--- src/verilog/ffc_pkg.sv ---
// fix/float conversion control: shared constants, register map, types
// assumes a 32-bit AXI4-Lite register bus with 8-bit byte addresses
package ffc_pkg;

	// datapath widths
	localparam int MANT_W = 18;
	localparam int EXP_W  = 9;
	localparam int SC_W   = 6;
	localparam int ADDR_W = 8;

	// register byte offsets
	localparam logic [ADDR_W-1:0] OFF_CTRL = 8'h00;
	localparam logic [ADDR_W-1:0] OFF_MANT = 8'h04;
	localparam logic [ADDR_W-1:0] OFF_EXT  = 8'h08;
	localparam logic [ADDR_W-1:0] OFF_EXP  = 8'h0C;
	localparam logic [ADDR_W-1:0] OFF_STAT = 8'h10;
	localparam logic [ADDR_W-1:0] OFF_SC   = 8'h14;
	localparam logic [ADDR_W-1:0] OFF_OPB  = 8'h18;

	// command bits of the control register
	localparam int CMD_FIX   = 0;
	localparam int CMD_FLOAT = 1;
	localparam int CMD_ADD   = 2;
	localparam int CMD_SUB   = 3;
	localparam int CMD_ROUND = 4;

	// field positions: sign in exponent register, done in status
	localparam int EXP_SIGN_BIT  = 16;
	localparam int STAT_DONE_BIT = 1;

	// conversion constants: 35 decimal and 43 octal
	localparam logic [EXP_W-1:0] FIX_BIAS   = 9'h023;
	localparam logic [EXP_W-1:0] FLOAT_EXP  = 9'h023;
	localparam logic [SC_W-1:0]  NORM_LIMIT = 6'h23;

	// half-rate phase on which the normalize shift happens
	localparam logic [1:0] NORM_SHIFT_PH = 2'h3;

	// reset values
	localparam logic [MANT_W-1:0] RST_MANT = 18'h00000;
	localparam logic [EXP_W-1:0]  RST_EXP  = 9'h000;
	localparam logic [SC_W-1:0]   RST_SC   = 6'h00;

	// bus responses
	localparam logic [1:0] RESP_OKAY   = 2'h0;
	localparam logic [1:0] RESP_SLVERR = 2'h2;

	typedef enum logic [1:0] {
		ST_IDLE,
		ST_FIX,
		ST_NORM
	} ffc_state_e;

	// status register image, busy in bit 0
	typedef struct packed {
		logic half_pulse;
		logic select;
		logic guard;
		logic carry_flag;
		logic fixable;
		logic fix_zero;
		logic done;
		logic busy;
	} ffc_status_s;

endpackage

--- src/verilog/ffc_conv_ctrl.sv ---
// fix/float conversion control with alu carry, guard and reload logic
// assumes one 10 MHz clock, synchronous reset, AXI4-Lite from same domain
//
// Our own choices: the register addresses and the AXI4-Lite register port.

// Contract
// [RULE1] fix loads counter with 35 minus exponent (code loads 0 for exponents above 35)
// [RULE2] each fix step shifts mantissa pair right
// [RULE3] unfixable fraction flags, clears sign and exponent
// [RULE4] fixable flag when magnitude exceeds one
// [RULE5] float preloads exponent with octal 43
// [RULE6] fix-or-float select enables conversion sequence
// [RULE7] alu overflow reloads accumulator via strobe
// [RULE8] carry out of msb sets carry flag
// [RULE9] guard shows rounding is possible
// [RULE10] two half-rate pulses per normalize shift
// [RULE11] normalize limit counter loaded with octal 43
// [RULE12] fix ends and signals done at zero
module ffc_conv_ctrl
	import ffc_pkg::*;
(
	input  wire logic              clk_i,
	input  wire logic              srst_i,
	input  wire logic              ce_i,
	input  wire logic [ADDR_W-1:0] s_axi_awaddr,
	input  wire logic              s_axi_awvalid,
	output logic                   s_axi_awready,
	input  wire logic [31:0]       s_axi_wdata,
	input  wire logic [3:0]        s_axi_wstrb,
	input  wire logic              s_axi_wvalid,
	output logic                   s_axi_wready,
	output logic [1:0]             s_axi_bresp,
	output logic                   s_axi_bvalid,
	input  wire logic              s_axi_bready,
	input  wire logic [ADDR_W-1:0] s_axi_araddr,
	input  wire logic              s_axi_arvalid,
	output logic                   s_axi_arready,
	output logic [31:0]            s_axi_rdata,
	output logic [1:0]             s_axi_rresp,
	output logic                   s_axi_rvalid,
	input  wire logic              s_axi_rready,
	output logic                   fix_float_select_o,
	output logic                   fix_shift_step_o,
	output logic                   accumulator_reload_strobe_o,
	output logic                   half_rate_shift_pulse_o,
	output logic                   alu_carry_out_flag_o,
	output logic                   guard_o,
	output logic                   done_o
);

	ffc_state_e        state_q;
	logic [MANT_W-1:0] mantissa_accumulator_q;
	logic [MANT_W-1:0] mantissa_extension_register_q;
	logic [MANT_W-1:0] opb_q;
	logic [EXP_W-1:0]  exponent_accumulator_q;
	logic              sign_q;
	logic [SC_W-1:0]   sc_q;
	logic [1:0]        ph_q;
	logic              fix_zero_q, fixable_q, carry_q, guard_q, select_q;
	logic              step_q, reload_q, half_pulse_q, done_q;
	logic [ADDR_W-1:0] aw_addr_q;
	logic [31:0]       w_data_q;
	logic [3:0]        w_strb_q;
	logic              aw_full_q, w_full_q, bvalid_q, rvalid_q;
	logic [1:0]        bresp_q, rresp_q;
	logic [31:0]       rdata_q;

	logic              do_wr, ar_hs;
	logic [ADDR_W-1:0] wa, ra;
	logic [31:0]       rdata_w;
	logic              rmap_w, wmap_w;
	logic [4:0]        cmd_w;
	logic              cmd_conv_w, frac_w, over_w, carry_w, norm_end_w;
	logic [EXP_W-1:0]  fix_diff_w;
	logic [SC_W-1:0]   fix_cnt_w;
	logic [MANT_W:0]   sum_w;
	logic [2*MANT_W-1:0] mant_w;
	ffc_status_s       status_w;
	logic [31:0]       exp_img_w, mg_mant_w, mg_ext_w, mg_opb_w, mg_exp_w;

	// merge write data into an old value by byte strobes
	function automatic logic [31:0] ffc_merge(input logic [31:0] old_v,
		input logic [31:0] new_v, input logic [3:0] strb);
		logic [31:0] r;
		r = old_v;
		for (int i = 0; i < 4; i++) begin
			if (strb[i]) begin
				r[8*i +: 8] = new_v[8*i +: 8];
			end
		end
		return r;
	endfunction

	// bus handshakes, all frozen while the clock enable is low
	assign s_axi_awready = ce_i & ~aw_full_q & ~bvalid_q;
	assign s_axi_wready  = ce_i & ~w_full_q & ~bvalid_q;
	assign s_axi_arready = ce_i & ~rvalid_q;
	assign s_axi_bvalid  = bvalid_q & ce_i;
	assign s_axi_rvalid  = rvalid_q & ce_i;
	assign s_axi_bresp   = bresp_q;
	assign s_axi_rresp   = rresp_q;
	assign s_axi_rdata   = rdata_q;
	assign do_wr = ce_i & aw_full_q & w_full_q & ~bvalid_q;
	assign ar_hs = s_axi_arvalid & s_axi_arready;
	assign wa = {aw_addr_q[ADDR_W-1:2], 2'h0};
	assign ra = {s_axi_araddr[ADDR_W-1:2], 2'h0};
	assign wmap_w = (wa <= OFF_OPB);
	assign rmap_w = (ra <= OFF_OPB);

	// write channel capture and response
	always_ff @(posedge clk_i) begin
		if (srst_i) begin
			aw_full_q <= 1'b0;
			w_full_q  <= 1'b0;
			bvalid_q  <= 1'b0;
			bresp_q   <= RESP_OKAY;
			aw_addr_q <= '0;
			w_data_q  <= '0;
			w_strb_q  <= '0;
		end else if (ce_i) begin
			if (s_axi_awvalid && s_axi_awready) begin
				aw_full_q <= 1'b1;
				aw_addr_q <= s_axi_awaddr;
			end
			if (s_axi_wvalid && s_axi_wready) begin
				w_full_q <= 1'b1;
				w_data_q <= s_axi_wdata;
				w_strb_q <= s_axi_wstrb;
			end
			if (do_wr) begin
				aw_full_q <= 1'b0;
				w_full_q  <= 1'b0;
				bvalid_q  <= 1'b1;
				bresp_q   <= wmap_w ? RESP_OKAY : RESP_SLVERR;
			end else if (bvalid_q && s_axi_bready) begin
				bvalid_q <= 1'b0;
			end
		end
	end

	// read data multiplexer
	always_comb begin
		rdata_w = 32'h00000000;
		unique case (ra)
			OFF_MANT: rdata_w[MANT_W-1:0] = mantissa_accumulator_q;
			OFF_EXT:  rdata_w[MANT_W-1:0] = mantissa_extension_register_q;
			OFF_EXP:  begin
				rdata_w[EXP_W-1:0]    = exponent_accumulator_q;
				rdata_w[EXP_SIGN_BIT] = sign_q;
			end
			OFF_STAT: rdata_w[7:0] = status_w;
			OFF_SC:   rdata_w[SC_W-1:0] = sc_q;
			OFF_OPB:  rdata_w[MANT_W-1:0] = opb_q;
			default:  rdata_w = 32'h00000000;
		endcase
	end

	// read channel, data registered one cycle after address
	always_ff @(posedge clk_i) begin
		if (srst_i) begin
			rvalid_q <= 1'b0;
			rdata_q  <= 32'h00000000;
			rresp_q  <= RESP_OKAY;
		end else if (ce_i) begin
			if (ar_hs) begin
				rvalid_q <= 1'b1;
				rdata_q  <= rdata_w;
				rresp_q  <= rmap_w ? RESP_OKAY : RESP_SLVERR;
			end else if (rvalid_q && s_axi_rready) begin
				rvalid_q <= 1'b0;
			end
		end
	end

	// command decode and combined conversion select
	assign cmd_w = (do_wr && wa == OFF_CTRL && w_strb_q[0]) ?
		w_data_q[4:0] : 5'h00;
	// [RULE6] fix or float select
	assign cmd_conv_w = cmd_w[CMD_FIX] | cmd_w[CMD_FLOAT];

	// fix arithmetic: shift count and fraction test
	assign frac_w = exponent_accumulator_q[EXP_W-1] |
		(exponent_accumulator_q == RST_EXP);
	assign over_w = ~exponent_accumulator_q[EXP_W-1] &
		(exponent_accumulator_q > FIX_BIAS);
	assign fix_diff_w = FIX_BIAS - exponent_accumulator_q;
	assign fix_cnt_w  = over_w ? RST_SC : fix_diff_w[SC_W-1:0];
	assign mant_w = {mantissa_accumulator_q, mantissa_extension_register_q};

	// alu: add, subtract via complement, round by guard bit
	always_comb begin
		if (cmd_w[CMD_SUB]) begin
			sum_w = {1'b0, mantissa_accumulator_q} + {1'b0, ~opb_q}
				+ (MANT_W+1)'(1);
		end else if (cmd_w[CMD_ROUND]) begin
			sum_w = {1'b0, mantissa_accumulator_q}
				+ (MANT_W+1)'(mantissa_extension_register_q[MANT_W-1]);
		end else begin
			sum_w = {1'b0, mantissa_accumulator_q} + {1'b0, opb_q};
		end
	end
	assign carry_w = sum_w[MANT_W];

	// normalize ends when leading bit set, value zero or limit spent
	assign norm_end_w = mantissa_accumulator_q[MANT_W-1] |
		(mant_w == '0) | (sc_q == RST_SC);

	// conversion sequencer and mantissa/exponent datapath
	always_ff @(posedge clk_i) begin
		if (srst_i) begin
			state_q <= ST_IDLE;
			mantissa_accumulator_q        <= RST_MANT;
			mantissa_extension_register_q <= RST_MANT;
			opb_q    <= RST_MANT;
			exponent_accumulator_q <= RST_EXP;
			sign_q   <= 1'b0;
			sc_q     <= RST_SC;
			ph_q     <= 2'h0;
			fix_zero_q <= 1'b0;
			fixable_q  <= 1'b0;
			carry_q  <= 1'b0;
			select_q <= 1'b0;
			step_q   <= 1'b0;
			reload_q <= 1'b0;
			half_pulse_q <= 1'b0;
		end else if (ce_i) begin
			step_q   <= 1'b0;
			reload_q <= 1'b0;
			half_pulse_q <= 1'b0;
			unique case (state_q)
				ST_IDLE: begin
					if (do_wr && wa == OFF_MANT) begin
						mantissa_accumulator_q <= mg_mant_w[MANT_W-1:0];
					end
					if (do_wr && wa == OFF_EXT) begin
						mantissa_extension_register_q <=
							mg_ext_w[MANT_W-1:0];
					end
					if (do_wr && wa == OFF_OPB) begin
						opb_q <= mg_opb_w[MANT_W-1:0];
					end
					if (do_wr && wa == OFF_EXP) begin
						exponent_accumulator_q <= mg_exp_w[EXP_W-1:0];
						sign_q <= mg_exp_w[EXP_SIGN_BIT];
					end
					if (cmd_conv_w && cmd_w[CMD_FIX]) begin
						fix_zero_q <= frac_w;
						fixable_q  <= ~frac_w;
						if (frac_w) begin
							// [RULE3] clear unfixable fraction
							sign_q <= 1'b0;
							exponent_accumulator_q <= RST_EXP;
						end else begin
							// [RULE1] load fix count
							sc_q     <= fix_cnt_w;
							// [RULE4] fixable enters shifting
							select_q <= 1'b1;
							state_q  <= ST_FIX;
						end
					end else if (cmd_conv_w) begin
						// [RULE5] preload float exponent
						exponent_accumulator_q <= FLOAT_EXP;
						// [RULE11] bound normalize shifts
						sc_q     <= NORM_LIMIT;
						ph_q     <= 2'h0;
						select_q <= 1'b1;
						state_q  <= ST_NORM;
					end else if (cmd_w[CMD_ADD] || cmd_w[CMD_SUB] ||
						cmd_w[CMD_ROUND]) begin
						// [RULE8] carry out of msb
						carry_q <= carry_w;
						if (carry_w && !cmd_w[CMD_SUB]) begin
							// [RULE7] overflow reload strobe
							mantissa_accumulator_q <= sum_w[MANT_W:1];
							exponent_accumulator_q <=
								exponent_accumulator_q + EXP_W'(1);
							reload_q <= 1'b1;
						end else begin
							mantissa_accumulator_q <= sum_w[MANT_W-1:0];
						end
					end
				end
				ST_FIX: begin
					if (sc_q == RST_SC) begin
						// [RULE12] terminal count ends fix
						select_q <= 1'b0;
						state_q  <= ST_IDLE;
					end else begin
						// [RULE2] step count, shift pair right
						sc_q   <= sc_q - SC_W'(1);
						{mantissa_accumulator_q,
							mantissa_extension_register_q} <= mant_w >> 1;
						step_q <= 1'b1;
					end
				end
				ST_NORM: begin
					// [RULE10] pulse on phases 0 and 2
					ph_q <= ph_q + 2'h1;
					half_pulse_q <= ~ph_q[0];
					if (ph_q == NORM_SHIFT_PH) begin
						if (norm_end_w) begin
							select_q <= 1'b0;
							state_q  <= ST_IDLE;
						end else begin
							sc_q <= sc_q - SC_W'(1);
							exponent_accumulator_q <=
								exponent_accumulator_q - EXP_W'(1);
							{mantissa_accumulator_q,
								mantissa_extension_register_q} <= mant_w << 1;
						end
					end
				end
			endcase
		end
	end

	// exponent register image for byte-merged writes
	always_comb begin
		exp_img_w = 32'h00000000;
		exp_img_w[EXP_W-1:0]    = exponent_accumulator_q;
		exp_img_w[EXP_SIGN_BIT] = sign_q;
	end

	// write data merged into each data register by byte strobes
	assign mg_mant_w = ffc_merge(32'(mantissa_accumulator_q), w_data_q,
		w_strb_q);
	assign mg_ext_w  = ffc_merge(32'(mantissa_extension_register_q),
		w_data_q, w_strb_q);
	assign mg_opb_w  = ffc_merge(32'(opb_q), w_data_q, w_strb_q);
	assign mg_exp_w  = ffc_merge(exp_img_w, w_data_q, w_strb_q);

	// [RULE9] guard from extension msb
	always_ff @(posedge clk_i) begin
		if (srst_i) begin
			guard_q <= 1'b0;
		end else if (ce_i) begin
			guard_q <= mantissa_extension_register_q[MANT_W-1];
		end
	end

	// sticky done, set wins over a software clear
	always_ff @(posedge clk_i) begin
		if (srst_i) begin
			done_q <= 1'b0;
		end else if (ce_i) begin
			if (select_q && ((state_q == ST_FIX && sc_q == RST_SC) ||
				(state_q == ST_NORM && ph_q == NORM_SHIFT_PH &&
				norm_end_w))) begin
				done_q <= 1'b1;
			end else if (cmd_conv_w && cmd_w[CMD_FIX] && frac_w) begin
				done_q <= 1'b1;
			end else if (do_wr && wa == OFF_STAT && w_strb_q[0] &&
				w_data_q[STAT_DONE_BIT]) begin
				done_q <= 1'b0;
			end
		end
	end

	// status image and side outputs
	assign status_w = '{half_pulse: half_pulse_q, select: select_q,
		guard: guard_q, carry_flag: carry_q, fixable: fixable_q,
		fix_zero: fix_zero_q, done: done_q,
		busy: (state_q != ST_IDLE)};
	assign fix_float_select_o          = select_q;
	assign fix_shift_step_o            = step_q;
	assign accumulator_reload_strobe_o = reload_q;
	assign half_rate_shift_pulse_o     = half_pulse_q;
	assign alu_carry_out_flag_o        = carry_q;
	assign guard_o                     = guard_q;
	assign done_o                      = done_q;
endmodule

--- config.mk ---
export PLATFORM = sky130hd
export DESIGN_NAME = ffc_conv_ctrl
export DESIGN_NICKNAME = d
export VERILOG_FILES = /design/src/verilog/ffc_pkg.sv /design/src/verilog/ffc_conv_ctrl.sv
export SDC_FILE = /design/constraint.sdc
export NUM_CORES = 1
export LEC_CHECK = 0
export BUFFER_PORTS_ARGS = -buffer_cell sky130_fd_sc_hd__buf_2
export CAP_MARGIN = 25
export CORE_MARGIN = 2
export CORE_UTILIZATION = 25
export CTS_BUF_LIST = sky130_fd_sc_hd__clkbuf_4 sky130_fd_sc_hd__clkbuf_8
export DETAILED_ROUTE_END_ITERATION = 7
export PLACE_DENSITY_LB_ADDON = 0.15
export SLEW_MARGIN = 20
export SYNTH_ARGS = -nofsm -noshare
export SYNTH_HDL_FRONTEND = slang
export SYNTH_SLANG_ARGS = --single-unit
--- constraint.sdc ---
create_clock -name clk_i -period 4.4 [get_ports clk_i]
set_input_delay 0.88 -clock clk_i [delete_from_list [all_inputs] [get_ports clk_i]]
set_output_delay 0.88 -clock clk_i [all_outputs]
set_load 0.005 [all_outputs]
==> results.txt <==
The flow ran to the end, and the final reports show no timing, DRC or antenna violations. After the first detailed-routing iteration, the DRC count stood at 1006. Setup violations remaining at the end of the flow were counted as 0.

The number of max-slew violations in the final report came out at 0. The multi-input combinational cells in the finished layout cover a total of 7200 µm². The initial antenna violation count is 2.

The tools report the area of the core as 41800 µm². Once the clock tree was built, the resizer swapped 0 gates to a different size. The worst-case IR drop observed on VDD is 175 µV.

The worst min-delay path class was reg -> reg. A synthesized cell averages 7.48 µm². The ratio of routed vias to standard cells is 5.53. TritonCTS built the clock tree. The instance count of the mapped netlist was 1406. The floorplan step defined a die boundary enclosing 43700 µm². The antenna diode count was 0; the share of async-settable or async-resettable flops after synthesis was 0. For the final routed database, the setup TNS stands at 0 ns. For the setup clock skew after layout, the log shows 0.0164 ns. Setup repair after global routing left no endpoint under its margin. Net count of the finished layout: 1579. The detail route stage leaves a number of antenna-violating nets equal to 0. The number of inserted filler cells in the final layout is 4569.

The tools report the number of post-CTS setup repair buffers as 0. Area share of the largest cell type after synthesis: 0.255. Of all nets on the critical path, the largest fanout is 13. The warning count from the yosys run was 0; the hold violation total from the final report was 0. The tools report the overall global routing resource usage as 0.199.

Number of register bits inferred by synthesis: 134. In the post-synthesis netlist, the biggest area contributors are sky130_fd_sc_hd__dfxtp_1, sky130_fd_sc_hd__a21oi_1, sky130_fd_sc_hd__mux2i_1. The area growth from synthesis to layout works out to 15.0%.

With fillers left out, the area of the finished cells amounts to 12100 µm². For the overall routed net length, the log shows 43800 µm. For this run, the detailed router's first-pass iteration total came to 5.

At the worst endpoint, the arrival time is 4.29 ns. The tools report the number of cells after detailed placement as 1992. The hold-fix buffer count after cts is 0. The max-slew headroom at the worst pin is 0.332, and the fraction of the yosys area taken by sequential cells is 0.255. Summing all placed instances gives a cell area of 11600 µm². Across the run, the number of max-cap violations was 0.

The tools report the startpoint class of the critical path as an input pin. The analysis attributes to cell leakage a power of 4.66 nW. The later pin in the worst-skew pair is clocked with a latency of 0.50 ns. The dominant synthesized flop cell is sky130_fd_sc_hd__dfxtp_1. TritonCTS created 17 clock buffers.

The routed wire length per instance was 21.6 µm. The logs give 66600 µm for the first-pass GRT wire length and 0 for the aggregate global routing overflow. The congestion estimate from routability-driven global placement came to 0.889. The overall via count from detail_route is 11189.

The depth of the CTS H-tree was 4. The root buffer cell chosen for the clock tree is sky130_fd_sc_hd__clkbuf_8. The quantity of I/O buffers inserted on ports was 72; the number of enable flip-flop cells after synthesis was 0. Subtracting the final worst setup slack from the clock period gives 3.90 ns. The worst setup path is of the in -> reg kind. Library cell with the largest summed area after synthesis: sky130_fd_sc_hd__dfxtp_1.

The number of global-route vias before repair is 10625. STA puts the critical path data required time at 4.80 ns. The post-synthesis cell type count is 95.

The clock drives 134 sinks. For the pin with the worst max-slew slack, the measured transition is 1.00 ns. The synthesized netlist occupies a cell area of 10500 µm².

Power spread over the standard cell area amounts to 255 nW/µm². Post-route non-filler standard cell count: 2024. The fraction of final layout cells sized beyond drive strength 1 came out at 0.151. The remaining routing DRC violations came out at 0.

The final cycle utilization of the critical path came out at 0.886. The horizontal die dimension came out at 209 µm. The run gives 2680 µm² as the footprint of the flip-flops and latches. 108 I/O pins were placed.

For this run, the top clock speed supported by timing is 0.257 GHz. The HPWL after detailed placement is 32900 µm. The initial core utilization was 0.252.

The longest clock path from root to sink contains 2 buffers. Clock-pin slew was measured on the worst setup and hold paths at 0.08 ns. The maximum number of pins on one net before global-route repair was 56.

After floorplanning, the core was divided into 75 placement rows. STA classifies the critical path endpoint as a flop. In this run the vertical extent of the chip is 209 µm.
==> worst max-delay path, stage by stage <==
cell	delay [ns]
sky130_fd_sc_hd__buf_2	0.09
sky130_fd_sc_hd__and4b_1	0.23
sky130_fd_sc_hd__and4_1	0.25
sky130_fd_sc_hd__buf_4	0.25
sky130_fd_sc_hd__buf_4	0.23
sky130_fd_sc_hd__a21oi_1	0.10
sky130_fd_sc_hd__ha_1	0.33
sky130_fd_sc_hd__nand3_1	0.09
sky130_fd_sc_hd__nor2_1	0.14
sky130_fd_sc_hd__nor3b_2	0.62
sky130_fd_sc_hd__o21ai_1	0.26
sky130_fd_sc_hd__a211oi_2	0.29
sky130_fd_sc_hd__buf_4	0.19
sky130_fd_sc_hd__o21ai_0	0.10
sky130_fd_sc_hd__a31o_2	0.23
==> Yosys cell counts, drive strengths merged (14+ instances only) <==
library cell	count
mux2i	66
xnor2	21
inv	45
o21ai	66
a22oi	30
a211oi	24
dfxtp	134
buf	41
mux2	14
ha	45
a21o	16
and2	16
nand3	27
nand2	159
nand4	17
a21oi	168
o211ai	20
nor4	21
nor3	42
nor2	148
clkbuf	72
a221oi	20
==> metal layers <==
layer  global-route usage  up-vias  part of all wire
li1                     -     5311                 -
met1                0.278     5418              0.46
met2                0.314      405              0.45
met3               0.0350       55             0.061
met4               0.0549        0             0.023
met5                    0        -                 0
==> path summary, 6_finish.rpt <==
kind / cells past startpoint / to / slack (ns) / start
min reg2reg: 2 / ph_q[1] / 0.46 / ph_q[1]
max: 15 / exponent_accumulator_q[4] / 0.50 / ce_i
min: 2 / ph_q[1] / 0.46 / ph_q[1]
max reg2reg: 15 / exponent_accumulator_q[4] / 0.51 / aw_addr_q[7]
==> power breakdown <==
part	total (W)	leakage, nW	internal, W	switching [W]
clock network	0.00122	0.219	0.000637	0.000580
registers	0.00131	1.09	0.00125	0.0000645
logic	0.000548	3.36	0.000209	0.000339
total	0.00308	4.66	0.00209	0.000984
==> cell type report <==
type                            count  area share
Inverter                           47      0.0146
Sequential cell                   134       0.222
Clock inverter                     14      0.0167
Multi-Input combinational cell   1127       0.595
Tap cell                          539      0.0558
Clock buffer                       18      0.0205
Timing Repair Buffer              145      0.0753
==> layout by cell type (no fill, tap or decap), drive strengths merged, types with 16 or more instances in the layout <==
cell type and instances:
xnor2 21, a21oi 168, dfxtp 134, nand4 17, ha 45, nor4 21
a221oi 20, a22oi 30, nor3 42, nand2 159, nor2 148, clkbuf 18
o211ai 20, inv 46, buf 145, a21o 16, nand3 27, mux2i 66
a211oi 24, conb 16, o21ai 66, and2 16
==> state kept, by name, indices dropped and copies added (netlist names), 2 cells and up <==
signal	count
sc_q	6
opb_q	18
w_strb_q	3
ph_q	2
s_axi_rdata	18
mantissa_accumulator_q	18
aw_addr_q	6
mantissa_extension_register_q	18
w_data_q	18
exponent_accumulator_q	9
state_q	2
==> logic make-up after synthesis <==
kind of cell	share of synthesized area
compound gates	0.296
xor+xnor	0.0242
fa+ha+maj	0.0574
buf+inv	0.0677
flops	0.255
mux	0.0778
other cells	0.000357
simple gates	0.221
==> per-stage QoR <==
step	worst slack, ns	utilization	power (W)	hold slack, ns
6_report	0.503	0.289	0.00308	0.460
5_1_grt	0.215	0.289	0.00321	0.485
4_1_cts	0.503	0.289	0.00310	0.465
3_5_place_dp	0.0295	0.279	0.00188	0.452
3_3_place_gp	0.0264	0.279	0.00188	0.442
2_1_floorplan	0.0280	-	0.00168	0.436
(Power assumes the default switching activity.)
